[src/include/css_pkg.sv]
// Shared constants for the card-side serial status and timing block
package css_pkg;
  // Serial byte and timing units (one unit is eight link clocks)
  localparam int UNIT_CLOCKS = 8;
  localparam int RESP_MAX_UNITS = 8;
  localparam logic [3:0] RESP_USE_UNITS = 4'h1;
  localparam int POST_STOP_MAX_UNITS = 1;
  // Tokens and fill bytes
  localparam logic [7:0] FILL_BYTE = 8'hFF;
  localparam logic [7:0] BUSY_BYTE = 8'h00;
  localparam logic [7:0] STOP_TRAN_TOKEN = 8'hFD;
  // Register selects; only three registers are reachable
  localparam logic [1:0] SEL_OPCOND = 2'h0;
  localparam logic [1:0] SEL_SPECDATA = 2'h1;
  localparam logic [1:0] SEL_IDENT = 2'h2;
  // Positions of the clear-on-read flags
  localparam int NFLAG = 15;
  localparam int F_PARAM = 0;
  localparam int F_ADDR = 1;
  localparam int F_ESEQ = 2;
  localparam int F_CRC = 3;
  localparam int F_ILL = 4;
  localparam int F_ERST = 5;
  localparam int F_OOR = 6;
  localparam int F_EPAR = 7;
  localparam int F_WPV = 8;
  localparam int F_ECC = 9;
  localparam int F_CC = 10;
  localparam int F_ERR = 11;
  localparam int F_SKIP = 12;
  localparam int F_LOCKF = 13;
  localparam int F_OVWR = 14;
  // Flags carried by each response kind
  localparam logic [14:0] M_SHORT = 15'h003F;
  localparam logic [14:0] M_STAT2 = 15'h7FC0;
  localparam logic [14:0] M_TOKEN = 15'h0E40;
  localparam logic [14:0] FLAGS_RST = 15'h0000;
  // What the transmitter is sending in the current byte
  typedef enum logic [2:0] {
    K_FILL, K_SHORT, K_STAT2, K_TOKEN, K_DATA, K_BUSY
  } css_kind_t;
endpackage

[src/hdl/css_card.sv]
`timescale 1ns/100ps
// Notes on behaviour
// - Status goes out in three response carriers
// - Error bits clear once the host reads them
// - Idle bit is a level, set until init
// - Misaligned address sets address error bit
// - Oversized argument sets out of range bit
// - Failed command checksum sets checksum error
// - Failed internal correction sets its bit
// - Partial protected erase sets skip bit
// - Discarded erase sequence sets erase reset
// - Read-only field overwrite sets overwrite bit
// - Lock or unlock failure sets bit
// - Only three registers reachable by host
// - Busy-extended response followed by busy bytes
// - Release output one clock after deselect
// - Reselected while busy drives low again
// - Stop ends read data at the next falling link clock edge
// - One undefined byte after stop token
// - Stop token timed like a data block
// - Gaps counted in eight-clock units
// - Short response top bit is zero
// - Busy bytes zero, non-zero means ready
// - Error token low bits mirror status bits
// - Tokens shifted out top bit first

// Small read-data FIFO, ready on the fill side is registered
module css_fifo #(
  parameter int W = 8,
  parameter int D = 4
) (
  // Clock and reset
  input  wire logic         clock,
  input  wire logic         rstn,
  // Fill side
  input  wire logic [W-1:0] in_data,
  input  wire logic         in_valid,
  output logic              in_ready,
  // Drain side
  output logic [W-1:0]      out_data,
  output logic              out_valid,
  input  wire logic         out_ready
);
  localparam int AW = (D > 1) ? $clog2(D) : 1;
  localparam int CW = $clog2(D + 1);
  localparam logic [CW-1:0] DEPTH = CW'(D);
  logic [W-1:0]  mem [D];
  logic [AW-1:0] wr_ptr;
  logic [AW-1:0] rd_ptr;
  logic [CW-1:0] count;
  logic [CW-1:0] next_count;
  logic          push;
  logic          pop;

  // Handshakes on both sides
  assign push = in_valid & in_ready;
  assign pop = out_valid & out_ready;
  assign out_valid = (count != '0);
  assign out_data = mem[rd_ptr];
  assign next_count = count + CW'(push) - CW'(pop);

  // Storage
  always_ff @(posedge clock)
  begin
    if (push)
      mem[wr_ptr] <= in_data;
  end

  // Pointers wrap at the depth, which need not be a power of two
  always_ff @(posedge clock)
  begin
    if (!rstn)
    begin
      wr_ptr <= '0;
      rd_ptr <= '0;
    end
    else
    begin
      if (push)
        wr_ptr <= (wr_ptr == AW'(D - 1)) ? '0 : wr_ptr + 1'b1;
      if (pop)
        rd_ptr <= (rd_ptr == AW'(D - 1)) ? '0 : rd_ptr + 1'b1;
    end
  end

  // Occupancy and registered ready
  always_ff @(posedge clock)
  begin
    if (!rstn)
    begin
      count <= '0;
      in_ready <= 1'b0;
    end
    else
    begin
      count <= next_count;
      in_ready <= (next_count != DEPTH);
    end
  end
endmodule

// Card-side serial responder: status flags, busy, stop and read data
module css_card (
  // Clock and reset
  input  wire logic       clock,
  input  wire logic       rstn,
  // Serial link pins
  input  wire logic       link_sclk,
  input  wire logic       link_cs_n,
  input  wire logic       link_mosi,
  output logic            card_serial_output,
  output logic            card_serial_output_oe,
  // Error events from the card core, one-cycle pulses
  input  wire logic       ev_param_err,
  input  wire logic       ev_addr_err,
  input  wire logic       ev_erase_seq,
  input  wire logic       ev_crc_err,
  input  wire logic       ev_illegal,
  input  wire logic       ev_erase_reset,
  input  wire logic       ev_out_of_range,
  input  wire logic       ev_erase_param,
  input  wire logic       ev_wp_violation,
  input  wire logic       ev_ecc_failed,
  input  wire logic       ev_cc_error,
  input  wire logic       ev_general_err,
  input  wire logic       ev_erase_skip,
  input  wire logic       ev_lock_failed,
  input  wire logic       ev_overwrite,
  // Card state levels and pulses
  input  wire logic       reset_cmd,
  input  wire logic       init_done,
  input  wire logic       card_locked,
  input  wire logic       card_busy,
  input  wire logic       multi_write,
  // Response requests, one-cycle pulses
  input  wire logic       send_short,
  input  wire logic       send_status,
  input  wire logic       send_err_token,
  input  wire logic       stop_read,
  // Register access check
  input  wire logic       reg_req,
  input  wire logic [1:0] reg_sel,
  output logic            reg_ok,
  // Read data stream into the FIFO
  input  wire logic [7:0] rd_data,
  input  wire logic       rd_valid,
  output logic            rd_ready,
  // Received bytes and status view
  output logic [7:0]      rx_byte,
  output logic            rx_valid,
  output logic            idle_state,
  output logic [14:0]     flags
);
  import css_pkg::*;

  logic cs_m, cs_s, cs_d, sclk_m, sclk_s, sclk_d, mosi_m, mosi_s;
  logic cs_fall, sclk_rise, sclk_fall;
  logic [7:0] tx_shift, rx_sh, next_byte;
  logic [2:0] bit_cnt, rx_cnt;
  css_kind_t kind, next_kind;
  logic [14:0] cur_mask, next_mask, ev_vec, clr;
  logic resp_pend, stat2_pend, tok_pend, post_pend, drop, stop_seen;
  logic [3:0] gap;
  logic load_en, done, abort_now, f_valid, f_pop, reg_bad;
  logic [7:0] f_data;

  // Two flops on every pin before any logic looks at it
  always_ff @(posedge clock)
  begin
    if (!rstn)
    begin
      {cs_m, cs_s, cs_d} <= 3'h7;
      {sclk_m, sclk_s, sclk_d} <= 3'h0;
      {mosi_m, mosi_s} <= 2'h3;
    end
    else
    begin
      {cs_m, cs_s, cs_d} <= {link_cs_n, cs_m, cs_s};
      {sclk_m, sclk_s, sclk_d} <= {link_sclk, sclk_m, sclk_s};
      {mosi_m, mosi_s} <= {link_mosi, mosi_m};
    end
  end

  // Edges of the sampled link clock and select
  assign cs_fall = cs_d & ~cs_s;
  assign sclk_rise = sclk_s & ~sclk_d & ~cs_s;
  assign sclk_fall = ~sclk_s & sclk_d & ~cs_s;
  assign done = sclk_fall & (bit_cnt == 3'h7);
  assign abort_now = drop & (kind == K_DATA);
  assign load_en = cs_fall | done;
  assign f_pop = (load_en & (next_kind == K_DATA)) | drop;
  assign card_serial_output = tx_shift[7];

  // Read data buffer; the core stalls on rd_ready
  css_fifo #(.W(8), .D(4)) u_fifo (
    .clock     (clock),
    .rstn      (rstn),
    .in_data   (rd_data),
    .in_valid  (rd_valid),
    .in_ready  (rd_ready),
    .out_data  (f_data),
    .out_valid (f_valid),
    .out_ready (f_pop)
  );

  // Event vector in flag order
  assign ev_vec = {ev_overwrite, ev_lock_failed, ev_erase_skip,
                   ev_general_err, ev_cc_error, ev_ecc_failed,
                   ev_wp_violation, ev_erase_param, ev_out_of_range,
                   ev_erase_reset, ev_illegal | reg_bad, ev_crc_err,
                   ev_erase_seq, ev_addr_err, ev_param_err};
  // Only flags that were in a finished byte are cleared
  assign clr = done ? cur_mask : FLAGS_RST;

  // Sticky error flags; a new event beats the clear
  for (genvar i = 0; i < NFLAG; i++)
  begin : g_flag
    always_ff @(posedge clock)
    begin
      if (!rstn)
        flags[i] <= FLAGS_RST[i];
      else
        flags[i] <= (flags[i] & ~clr[i]) | ev_vec[i];
    end
  end

  // Idle is a level, not cleared by reading
  always_ff @(posedge clock)
  begin
    if (!rstn)
      idle_state <= 1'b1;
    else if (reset_cmd)
      idle_state <= 1'b1;
    else if (init_done)
      idle_state <= 1'b0;
  end

  // Register selects outside the three reachable ones are illegal
  always_ff @(posedge clock)
  begin
    if (!rstn)
    begin
      reg_ok <= 1'b0;
      reg_bad <= 1'b0;
    end
    else
    begin
      reg_ok <= reg_req & (reg_sel == SEL_OPCOND | reg_sel == SEL_SPECDATA
                | reg_sel == SEL_IDENT);
      reg_bad <= reg_req & (reg_sel > SEL_IDENT);
    end
  end

  // Byte source, highest priority first
  always_comb
  begin
    next_byte = FILL_BYTE;
    next_kind = K_FILL;
    next_mask = FLAGS_RST;
    if (gap != 4'h0 && (resp_pend || tok_pend))
      next_kind = K_FILL;
    else if (resp_pend)
    begin
      next_kind = K_SHORT;
      next_byte = {1'b0, flags[F_PARAM], flags[F_ADDR], flags[F_ESEQ],
                   flags[F_CRC], flags[F_ILL], flags[F_ERST],
                   idle_state};
      next_mask = flags & M_SHORT;
    end
    else if (stat2_pend)
    begin
      next_kind = K_STAT2;
      next_byte = {flags[F_OOR] | flags[F_OVWR], flags[F_EPAR],
                   flags[F_WPV], flags[F_ECC], flags[F_CC], flags[F_ERR],
                   flags[F_SKIP] | flags[F_LOCKF], card_locked};
      next_mask = flags & M_STAT2;
    end
    else if (tok_pend)
    begin
      next_kind = K_TOKEN;
      next_byte = {4'h0, flags[F_OOR], flags[F_ECC], flags[F_CC],
                   flags[F_ERR]};
      next_mask = flags & M_TOKEN;
    end
    else if (post_pend)
      next_kind = K_FILL;
    else if (f_valid && !drop)
    begin
      next_kind = K_DATA;
      next_byte = f_data;
    end
    else if (card_busy)
    begin
      next_kind = K_BUSY;
      next_byte = BUSY_BYTE;
    end
  end

  // Shifter changes on the falling link edge, top bit first
  always_ff @(posedge clock)
  begin
    if (!rstn)
    begin
      tx_shift <= FILL_BYTE;
      bit_cnt <= 3'h0;
      kind <= K_FILL;
      cur_mask <= FLAGS_RST;
    end
    else if (load_en)
    begin
      tx_shift <= next_byte;
      bit_cnt <= 3'h0;
      kind <= next_kind;
      cur_mask <= next_mask;
    end
    else if (sclk_fall)
    begin
      // A stop cuts data at once but keeps the byte boundary, so the
      // response still lands on the host's byte grid
      if (abort_now)
      begin
        tx_shift <= FILL_BYTE;
        kind <= K_FILL;
      end
      else
        tx_shift <= {tx_shift[6:0], 1'b1};
      bit_cnt <= bit_cnt + 3'h1;
    end
  end

  // Drive only while selected; follows select by one clock
  always_ff @(posedge clock)
  begin
    if (!rstn)
      card_serial_output_oe <= 1'b0;
    else
      card_serial_output_oe <= ~cs_s;
  end

  // Pending responses; a request in the load cycle is kept
  always_ff @(posedge clock)
  begin
    if (!rstn)
    begin
      resp_pend <= 1'b0;
      stat2_pend <= 1'b0;
      tok_pend <= 1'b0;
      post_pend <= 1'b0;
      gap <= 4'h0;
    end
    else
    begin
      resp_pend <= send_short | send_status | stop_read
                   | (resp_pend & ~(load_en & next_kind == K_SHORT));
      stat2_pend <= send_status
                    | (stat2_pend & ~(load_en & next_kind == K_STAT2));
      tok_pend <= send_err_token
                  | (tok_pend & ~(load_en & next_kind == K_TOKEN));
      post_pend <= stop_seen
                   | (post_pend & ~(load_en & next_kind == K_FILL
                      & !resp_pend & !tok_pend));
      if (send_short | send_status | send_err_token | stop_read)
        gap <= RESP_USE_UNITS;
      else if (load_en && gap != 4'h0 && (resp_pend || tok_pend))
        gap <= gap - 4'h1;
    end
  end

  // Stop flushes buffered read data; core must stop pushing
  always_ff @(posedge clock)
  begin
    if (!rstn)
      drop <= 1'b0;
    else if (stop_read)
      drop <= 1'b1;
    else if (!f_valid && kind != K_DATA)
      drop <= 1'b0;
  end

  // Receiver samples on the rising link edge
  always_ff @(posedge clock)
  begin
    if (!rstn)
    begin
      rx_sh <= 8'h00;
      rx_cnt <= 3'h0;
      rx_byte <= 8'h00;
      rx_valid <= 1'b0;
      stop_seen <= 1'b0;
    end
    else
    begin
      rx_valid <= 1'b0;
      stop_seen <= 1'b0;
      if (cs_s)
        rx_cnt <= 3'h0;
      else if (sclk_rise)
      begin
        rx_sh <= {rx_sh[6:0], mosi_s};
        rx_cnt <= rx_cnt + 3'h1;
        if (rx_cnt == 3'h7)
        begin
          rx_byte <= {rx_sh[6:0], mosi_s};
          rx_valid <= 1'b1;
          stop_seen <= multi_write
                       & ({rx_sh[6:0], mosi_s} == STOP_TRAN_TOKEN);
        end
      end
    end
  end
endmodule

[config.mk]
export PLATFORM = sky130hd
export DESIGN_NAME = css_card
export DESIGN_NICKNAME = d
export VERILOG_FILES = /design/src/include/css_pkg.sv /design/src/hdl/css_card.sv
export SDC_FILE = /design/constraint.sdc
export NUM_CORES = 1
export LEC_CHECK = 0
export ABC_AREA = 1
export BUFFER_PORTS_ARGS = -buffer_cell sky130_fd_sc_hd__buf_2
export CAP_MARGIN = 25
export CORE_MARGIN = 8
export CORE_UTILIZATION = 55
export CTS_CLUSTER_SIZE = 8
export DETAILED_ROUTE_END_ITERATION = 10
export GPL_ROUTABILITY_DRIVEN = 0
export GPL_TIMING_DRIVEN = 1
export PLACE_DENSITY = 0.8
export SYNTH_ARGS = -nofsm -noshare
export SYNTH_HDL_FRONTEND = slang
export SYNTH_SLANG_ARGS = --single-unit
[constraint.sdc]
create_clock -name clock -period 5.5 [get_ports clock]
set_clock_uncertainty 0.15 [all_clocks]
set_input_delay 0 -clock clock [delete_from_list [all_inputs] [get_ports clock]]
set_output_delay 0 -clock clock [all_outputs]
set_load 0.005 [all_outputs]
# --- Word level (Yosys, flattened, before mapping) ---
# Memory sizes are Yosys's and may differ from the RTL's. A register that Yosys moved wholly into a read port is not among the register bits.
# Index checks and enable logic that the tools add are counted.
word_totals:
  elab_cells: 226
  register_bits: 93
  memories: 1
  ram_bits: 32
  in_bits: 41
op_classes:
  muxes: 36
  eq_ne: 14
  bitwise_logic: 93
  n_lt_le_gt_ge: 1
  n_addsub: 7
  n_reduce_logical: 27
mem_list:
  columns: ["name", "depth", "word_bits", "rd", "rd_ports_with_merged_regs", "write_ports", "line_no", "text"]
  rows:
  - ["u_fifo.mem", 4, 8, 1, 1, 1, "css_card.sv:47", "logic [W-1:0] mem [D];"]
ops:
  columns: ["operator", "count"]
  rows:
  - ["2-to-1 mux 8 bit", 10]
  - ["2-to-1 mux 15 bit", 4]
  - ["AND 1 bit", 38]
  - ["2-to-1 mux 3 bit", 10]
  - ["OR 1 bit", 30]
  - ["NOT 1 bit", 25]
  - ["equality test 3 bit (second input constant)", 4]
  - ["2-to-1 mux 12 bit", 1]
  - ["equality test 8 bit (second input constant)", 1]
  - ["2-to-1 mux 2 bit", 4]
  - ["nonzero test 2 bit", 4]
  - ["OR reduction 2 bit", 4]
  - ["2-to-1 mux 1 bit", 7]
  - ["adder 3 x 1 -> 3 bit (second input constant)", 2]
  - ["equality test 2 bit (second input constant)", 3]
  - ["equality test 3 x 2 -> 1 bit (second input constant)", 2]
  - ["inequality test 3 bit (second input constant)", 2]
  - ["logical AND 1 bit", 5]
  - ["adder 2 x 1 -> 2 bit (second input constant)", 2]
  - ["zero test 1 bit", 4]
  - ["AND reduction 2 bit", 2]
  - ["nonzero test 4 bit", 1]
  - ["OR reduction 4 bit", 1]
  - ["subtractor 4 x 1 -> 4 bit (second input constant)", 1]
  - ["other kinds (11)", 11]

# --- Depth between registers and ports, before layout ---
depth:
  word_depth: 15
  ltp_mapped: 16
  mapped_depth_nobuf: 16

# --- Hierarchy ---
# A second synthesis with hierarchy kept.
hier_totals:
  cells_unflattened: 612
  hier_area_um2: 5302.6
modules_own_cells:
  columns: ["module", "cells_per_inst", "seq_area_each_um2", "n_inst", "area_per_inst_um2"]
  rows:
  - ["css_card", 470, 1701.6, 1, 3594.7]
  - ["css_fifo", 142, 1161.1, 1, 1707.9]

# --- Worst setup path before layout ---
# Ideal clock, no wire load.
synth_timing:
  kind: "reg-to-reg"
  startpoint: "reg gap[0]"
  endpoint: "reg u_fifo.in_ready"
  setup_time_ns: 0.130
  t_required_ns: 5.220
  arrival_time_ns: 2.606
  path_buffers: 0
  path_stages_with_launch: 16
  synth_period_minus_slack_ns: 2.886
  setup_slack_ns: 2.614
  cell_sequence: "dfxtp_1 -> inv_1 -> ha_1 -> nand3_2 -> o21ai_2 -> inv_1 -> o21bai_1 -> nand2_2 -> nand2_2 -> ha_1 -> inv_1 -> ha_1 -> fa_1 -> xor2_1 -> xor2_1 -> a21oi_1"
synth_between:
  elab_chain_len: 9
synth_lines:
  columns: ["item", "line_no", "text"]
  rows:
  - ["start, declared", "css_card.sv:163", "logic [3:0] gap;"]
  - ["start signal, assigned", "css_card.sv:365", "gap <= gap - 4'h1;"]
  - ["nonzero test 4 bit", "css_card.sv:260", "if (gap != 4'h0 && (resp_pend || tok_pend))"]
  - ["logical AND 1 bit", "css_card.sv:260", null]
  - ["2-to-1 mux 3 bit", "css_card.sv:260", null]
  - ["equality test 3 bit", "css_card.sv:191", "assign f_pop = (load_en & (next_kind == K_DATA)) | drop;"]
  - ["AND 1 bit", "css_card.sv:191", null]
  - ["OR 1 bit", "css_card.sv:191", null]
  - ["AND 1 bit", "css_card.sv:57", "assign pop = out_valid & out_ready;"]
  - ["subtractor 3 x 1 -> 3 bit", "css_card.sv:60", "assign next_count = count + CW'(push) - CW'(pop);"]
  - ["inequality test 3 bit", "css_card.sv:97", "in_ready <= (next_count != DEPTH);"]
  - ["end signal, assigned", "css_card.sv:97", null]
  - ["end, declared", "css_card.sv:38", "output logic in_ready,"]
# No other way between the ends.
# A chain may end at the register's enable or synchronous reset.

# --- Worst setup path after layout ---
layout_timing:
  startpoint: "reg gap[0]"
  endpoint: "reg u_fifo.count[2]"
layout_between:
  elab_chain_len: 8
layout_lines:
  columns: ["item", "line_no", "text"]
  rows:
  - ["nonzero test 4 bit", "css_card.sv:260", null]
  - ["logical AND 1 bit", "css_card.sv:260", null]
  - ["2-to-1 mux 3 bit", "css_card.sv:260", null]
  - ["equality test 3 bit", "css_card.sv:191", null]
  - ["AND 1 bit", "css_card.sv:191", null]
  - ["OR 1 bit", "css_card.sv:191", null]
  - ["AND 1 bit", "css_card.sv:57", null]
  - ["subtractor 3 x 1 -> 3 bit", "css_card.sv:60", null]
  - ["end signal, assigned", "css_card.sv:96", "count <= next_count;"]
  - ["end, declared", "css_card.sv:50", "logic [CW-1:0] count;"]
# No other way between the ends.

==> reports/metrics.csv <==
stage;metric;value;unit
sta;hold_violations;0;
synthesis;synthSimpleGateAreaFrac;17.7;%
sta;relSlewSlack;44.3;%
hold_path;hp-class;input port to flop;
synthesis;synth.top_cell.area_share;36.4;%
critical_path;path_max_fanout;7;
synthesis;yosys.area.top_type;dfxtp_1;
final_layout;drive_above_1_share;18.0;%
route;ant_nets;0;
die;core-area;0.00924;mm²
synthesis;synth_compound_area_share;15.9;%
route;vias;4661;
synthesis;synth_nets;657;
synthesis;synth_most_common_cell;nand2_1;
synthesis;ys_seq_elements;127;
sta;period_needed;3370;ps
critical_path;cp-start-kind;flop;
die;dieWidth;113;µm
synthesis;yosys_warnings;0;
cts;cts_setup_buffers;0;
sta;rsz0062_at_grt;false;
critical_path;crit_slowest_cell;fa_1;
synthesis;synth_area_per_cell;8.66;µm²
synthesis;syn_area;0.00522;mm²
final_layout;fin_area;0.00674;mm²
route;firstDrtPassIters;9;
critical_path;crit_arrival;3660;ps
synthesis;ys_seq_area_share;54.8;%
synthesis;yosys-top-cells-area;dfxtp_1, edfxtp_1, nand2_1;
route;via_per_inst;5.39;
sta;setup_viol_count_final;0;
power;power.density;387;mW/mm²
synthesis;synth-main-ff-cell;dfxtp_1;
global_routing;grt_use_total;20.8;%
final_layout;final-seq-area;0.00286;mm²
synthesis;synthCells;603;
cts;cts_max_level;4;
power;peakVddDrop;0.000258;V
cts;cts_hold_buf;46;
final_layout;area.growth.synth_to_final;29.1;%
placement;io_buffers;69;
critical_path;cp_top_family;adder cells;
sta;max_freq;297;MHz
die;fp.dieH;113;µm
final_layout;fillers;618;
global_routing;grt_start_max_net_pins;40;
route;wirelength;13.2;mm
critical_path;path_cells;inv_1, ha_1, nand3_2, o21ai_2, inv_1, o21bai_1, nand2_2, nand2_2, ha_1, inv_1, ha_1, fa_1, xor2_1, xor2_1, inv_1, nor2_1;
sta;finalSetupTns;0;ps
outcome;status;complete, no violations;
cts;cts.reportedPaths.clkPinSlew;60;ps
placement;hpwl;8.20;mm
critical_path;path_buf_inv;4;
critical_path;slowest_delay;400;ps
critical_path;crit_top_cell;inv_1;
sta;maxSlewViolCount;0;
synthesis;synth_enable_flop_cells;32;
cts;cts.path.max_buffers;2;
global_routing;antenna_found_initial;0;
critical_path;worstSetupPathType;flop to flop;
cts;cts_buffers;17;
die;ioPinCount;70;
route;drc_errors;0;
sta;fin_crit_sh;61.3;%
cts;clk_latency;510;ps
die;rows;35;
synthesis;synth_cell_types;39;
synthesis;synthAdderAreaFrac;3.26;%
cts;cts_resized;0;
synthesis;muxShareOfSynthArea;0;%
synthesis;synthTopCellsByCount;nand2_1, dfxtp_1, inv_1;
cts;clkSinkCount;127;
die;die_area;0.0129;mm²
cts;cts_tree;done;
cts;root_buffer;clkbuf_8;
final_layout;finalNetCount;776;
global_routing;grt_pass1_wl;21.7;mm
global_routing;gr-total-overflow;0;
synthesis;async_flop_share;0;%
run;drv_cap;0;
final_layout;multi_input_area;0.00195;mm²
sta;tightest_slew;832;ps
final_layout;finish.utilization;73.0;%
synthesis;synth_top_family_by_area;simple AND/OR/NAND/NOR gates;
synthesis;synthXorXnorAreaFrac;0.503;%
critical_path;cp.required;5790;ps
route;post_drt_wl_per_cell;15.2;µm
critical_path;crit_path_end_kind;flop;
power;leakagePower;2.89;nW
die;start_util;56.5;%
route;drtIter0Drc;321;
global_routing;first_global_vias;4778;
placement;place_area;0.00567;mm²
==> sequential cells by signal (all words and copies together), names as in the netlist, 3 cells and up, named ones only <==
register,cells
tx_shift,8
u_fifo.mem,32
rx_sh,7
u_fifo.count,3
kind,3
cur_mask,15
gap,4
rx_cnt,3
rx_byte,8
flags,15
bit_cnt,3
==> logic make-up (layout without fill, tap and decap cells) <==
family                   count (synthesis)  count (layout)
AND/OR/NAND/NOR                        211             211
AO/OA/AOI/OAI                          143             143
adder cells (fa/ha/maj)                 13              13
XOR/XNOR                                 3               3
other                                    0               1
flip-flops                             127             127
buffers and inverters                  106             238
==> layout by cell type (no fill, tap or decap), types with 4 or more instances in the layout <==
master / n
a21oi_1: 51
buf_2: 69
bufinv_16: 4
clkbuf_16: 16
clkinv_4: 6
dfxtp_1: 95
dlygate4sd3_1: 46
edfxtp_1: 32
ha_1: 12
inv_1: 85
nand2_1: 97
nand2_2: 8
nand3_1: 30
nor2_1: 55
o21ai_0: 65
o21ai_1: 6
o21bai_1: 5
o32ai_2: 7
or2_2: 5
==> path summary, 6_finish.rpt <==
| path | start | to | slack (ps) | cells past startpoint |
|---|---|---|---|---|
| worst max-delay path | gap[0] | u_fifo.count[2] | 2130 | 16 |
| worst min-delay path | reset_cmd | idle_state | 70 | 4 |
| worst max register to register | gap[0] | u_fifo.count[2] | 2130 | 16 |
| worst min register to register | cs_m | cs_s | 260 | 1 |
==> worst reg2reg max path: stages, from the launching register on <==
cell      delay, ps
dfxtp_1         310
inv_1            90
ha_1            220
nand3_2         240
o21ai_2         220
inv_1           140
o21bai_1        210
nand2_2         100
nand2_2          70
ha_1            280
inv_1            40
ha_1            200
fa_1            400
xor2_1          200
xor2_1          240
inv_1            80
nor2_1          100
==> report_power, final <==
part | total [mW] | switching [mW] | internal [mW]
Combinational | 0.392 | 0.246 | 0.146
Sequential | 1.07 | 0.0459 | 1.02
Clock | 1.15 | 0.409 | 0.738
==> cell type report <==
type	count	share of cell area (%)
sequential	127	42.4
tap	129	2.39
timing repair buffer	116	12.1
multi-input combinational	370	28.9
clock inverter	13	2.82
antenna	1	0.0371
clock buffer	19	6.25
inverter	90	5.05
==> metal layers <==
| layer | track usage (%) | vias up | part of all wire [%] |
|---|---|---|---|
| li1 | - | 2224 | - |
| met5 | 0 | - | 0 |
| met4 | 12.1 | 0 | 3.4 |
| met2 | 35.8 | 212 | 51 |
| met1 | 22.3 | 2176 | 39 |
| met3 | 6.55 | 49 | 6.8 |
==> stage by stage <==
stage          hold slack [ps]  power (mW)  setup WS (ps)  instances
3_3_place_gp              35.3        1.42           2470        786
5_1_grt                   59.2        2.72           1870        864
6_report                  67.0        2.61           2130        865
3_5_place_dp              41.6        1.43           2320        786
4_1_cts                   39.8        2.61           2210        864
2_1_floorplan            -60.6        1.33           2610        603
Power figures use the tool's default switching activity.
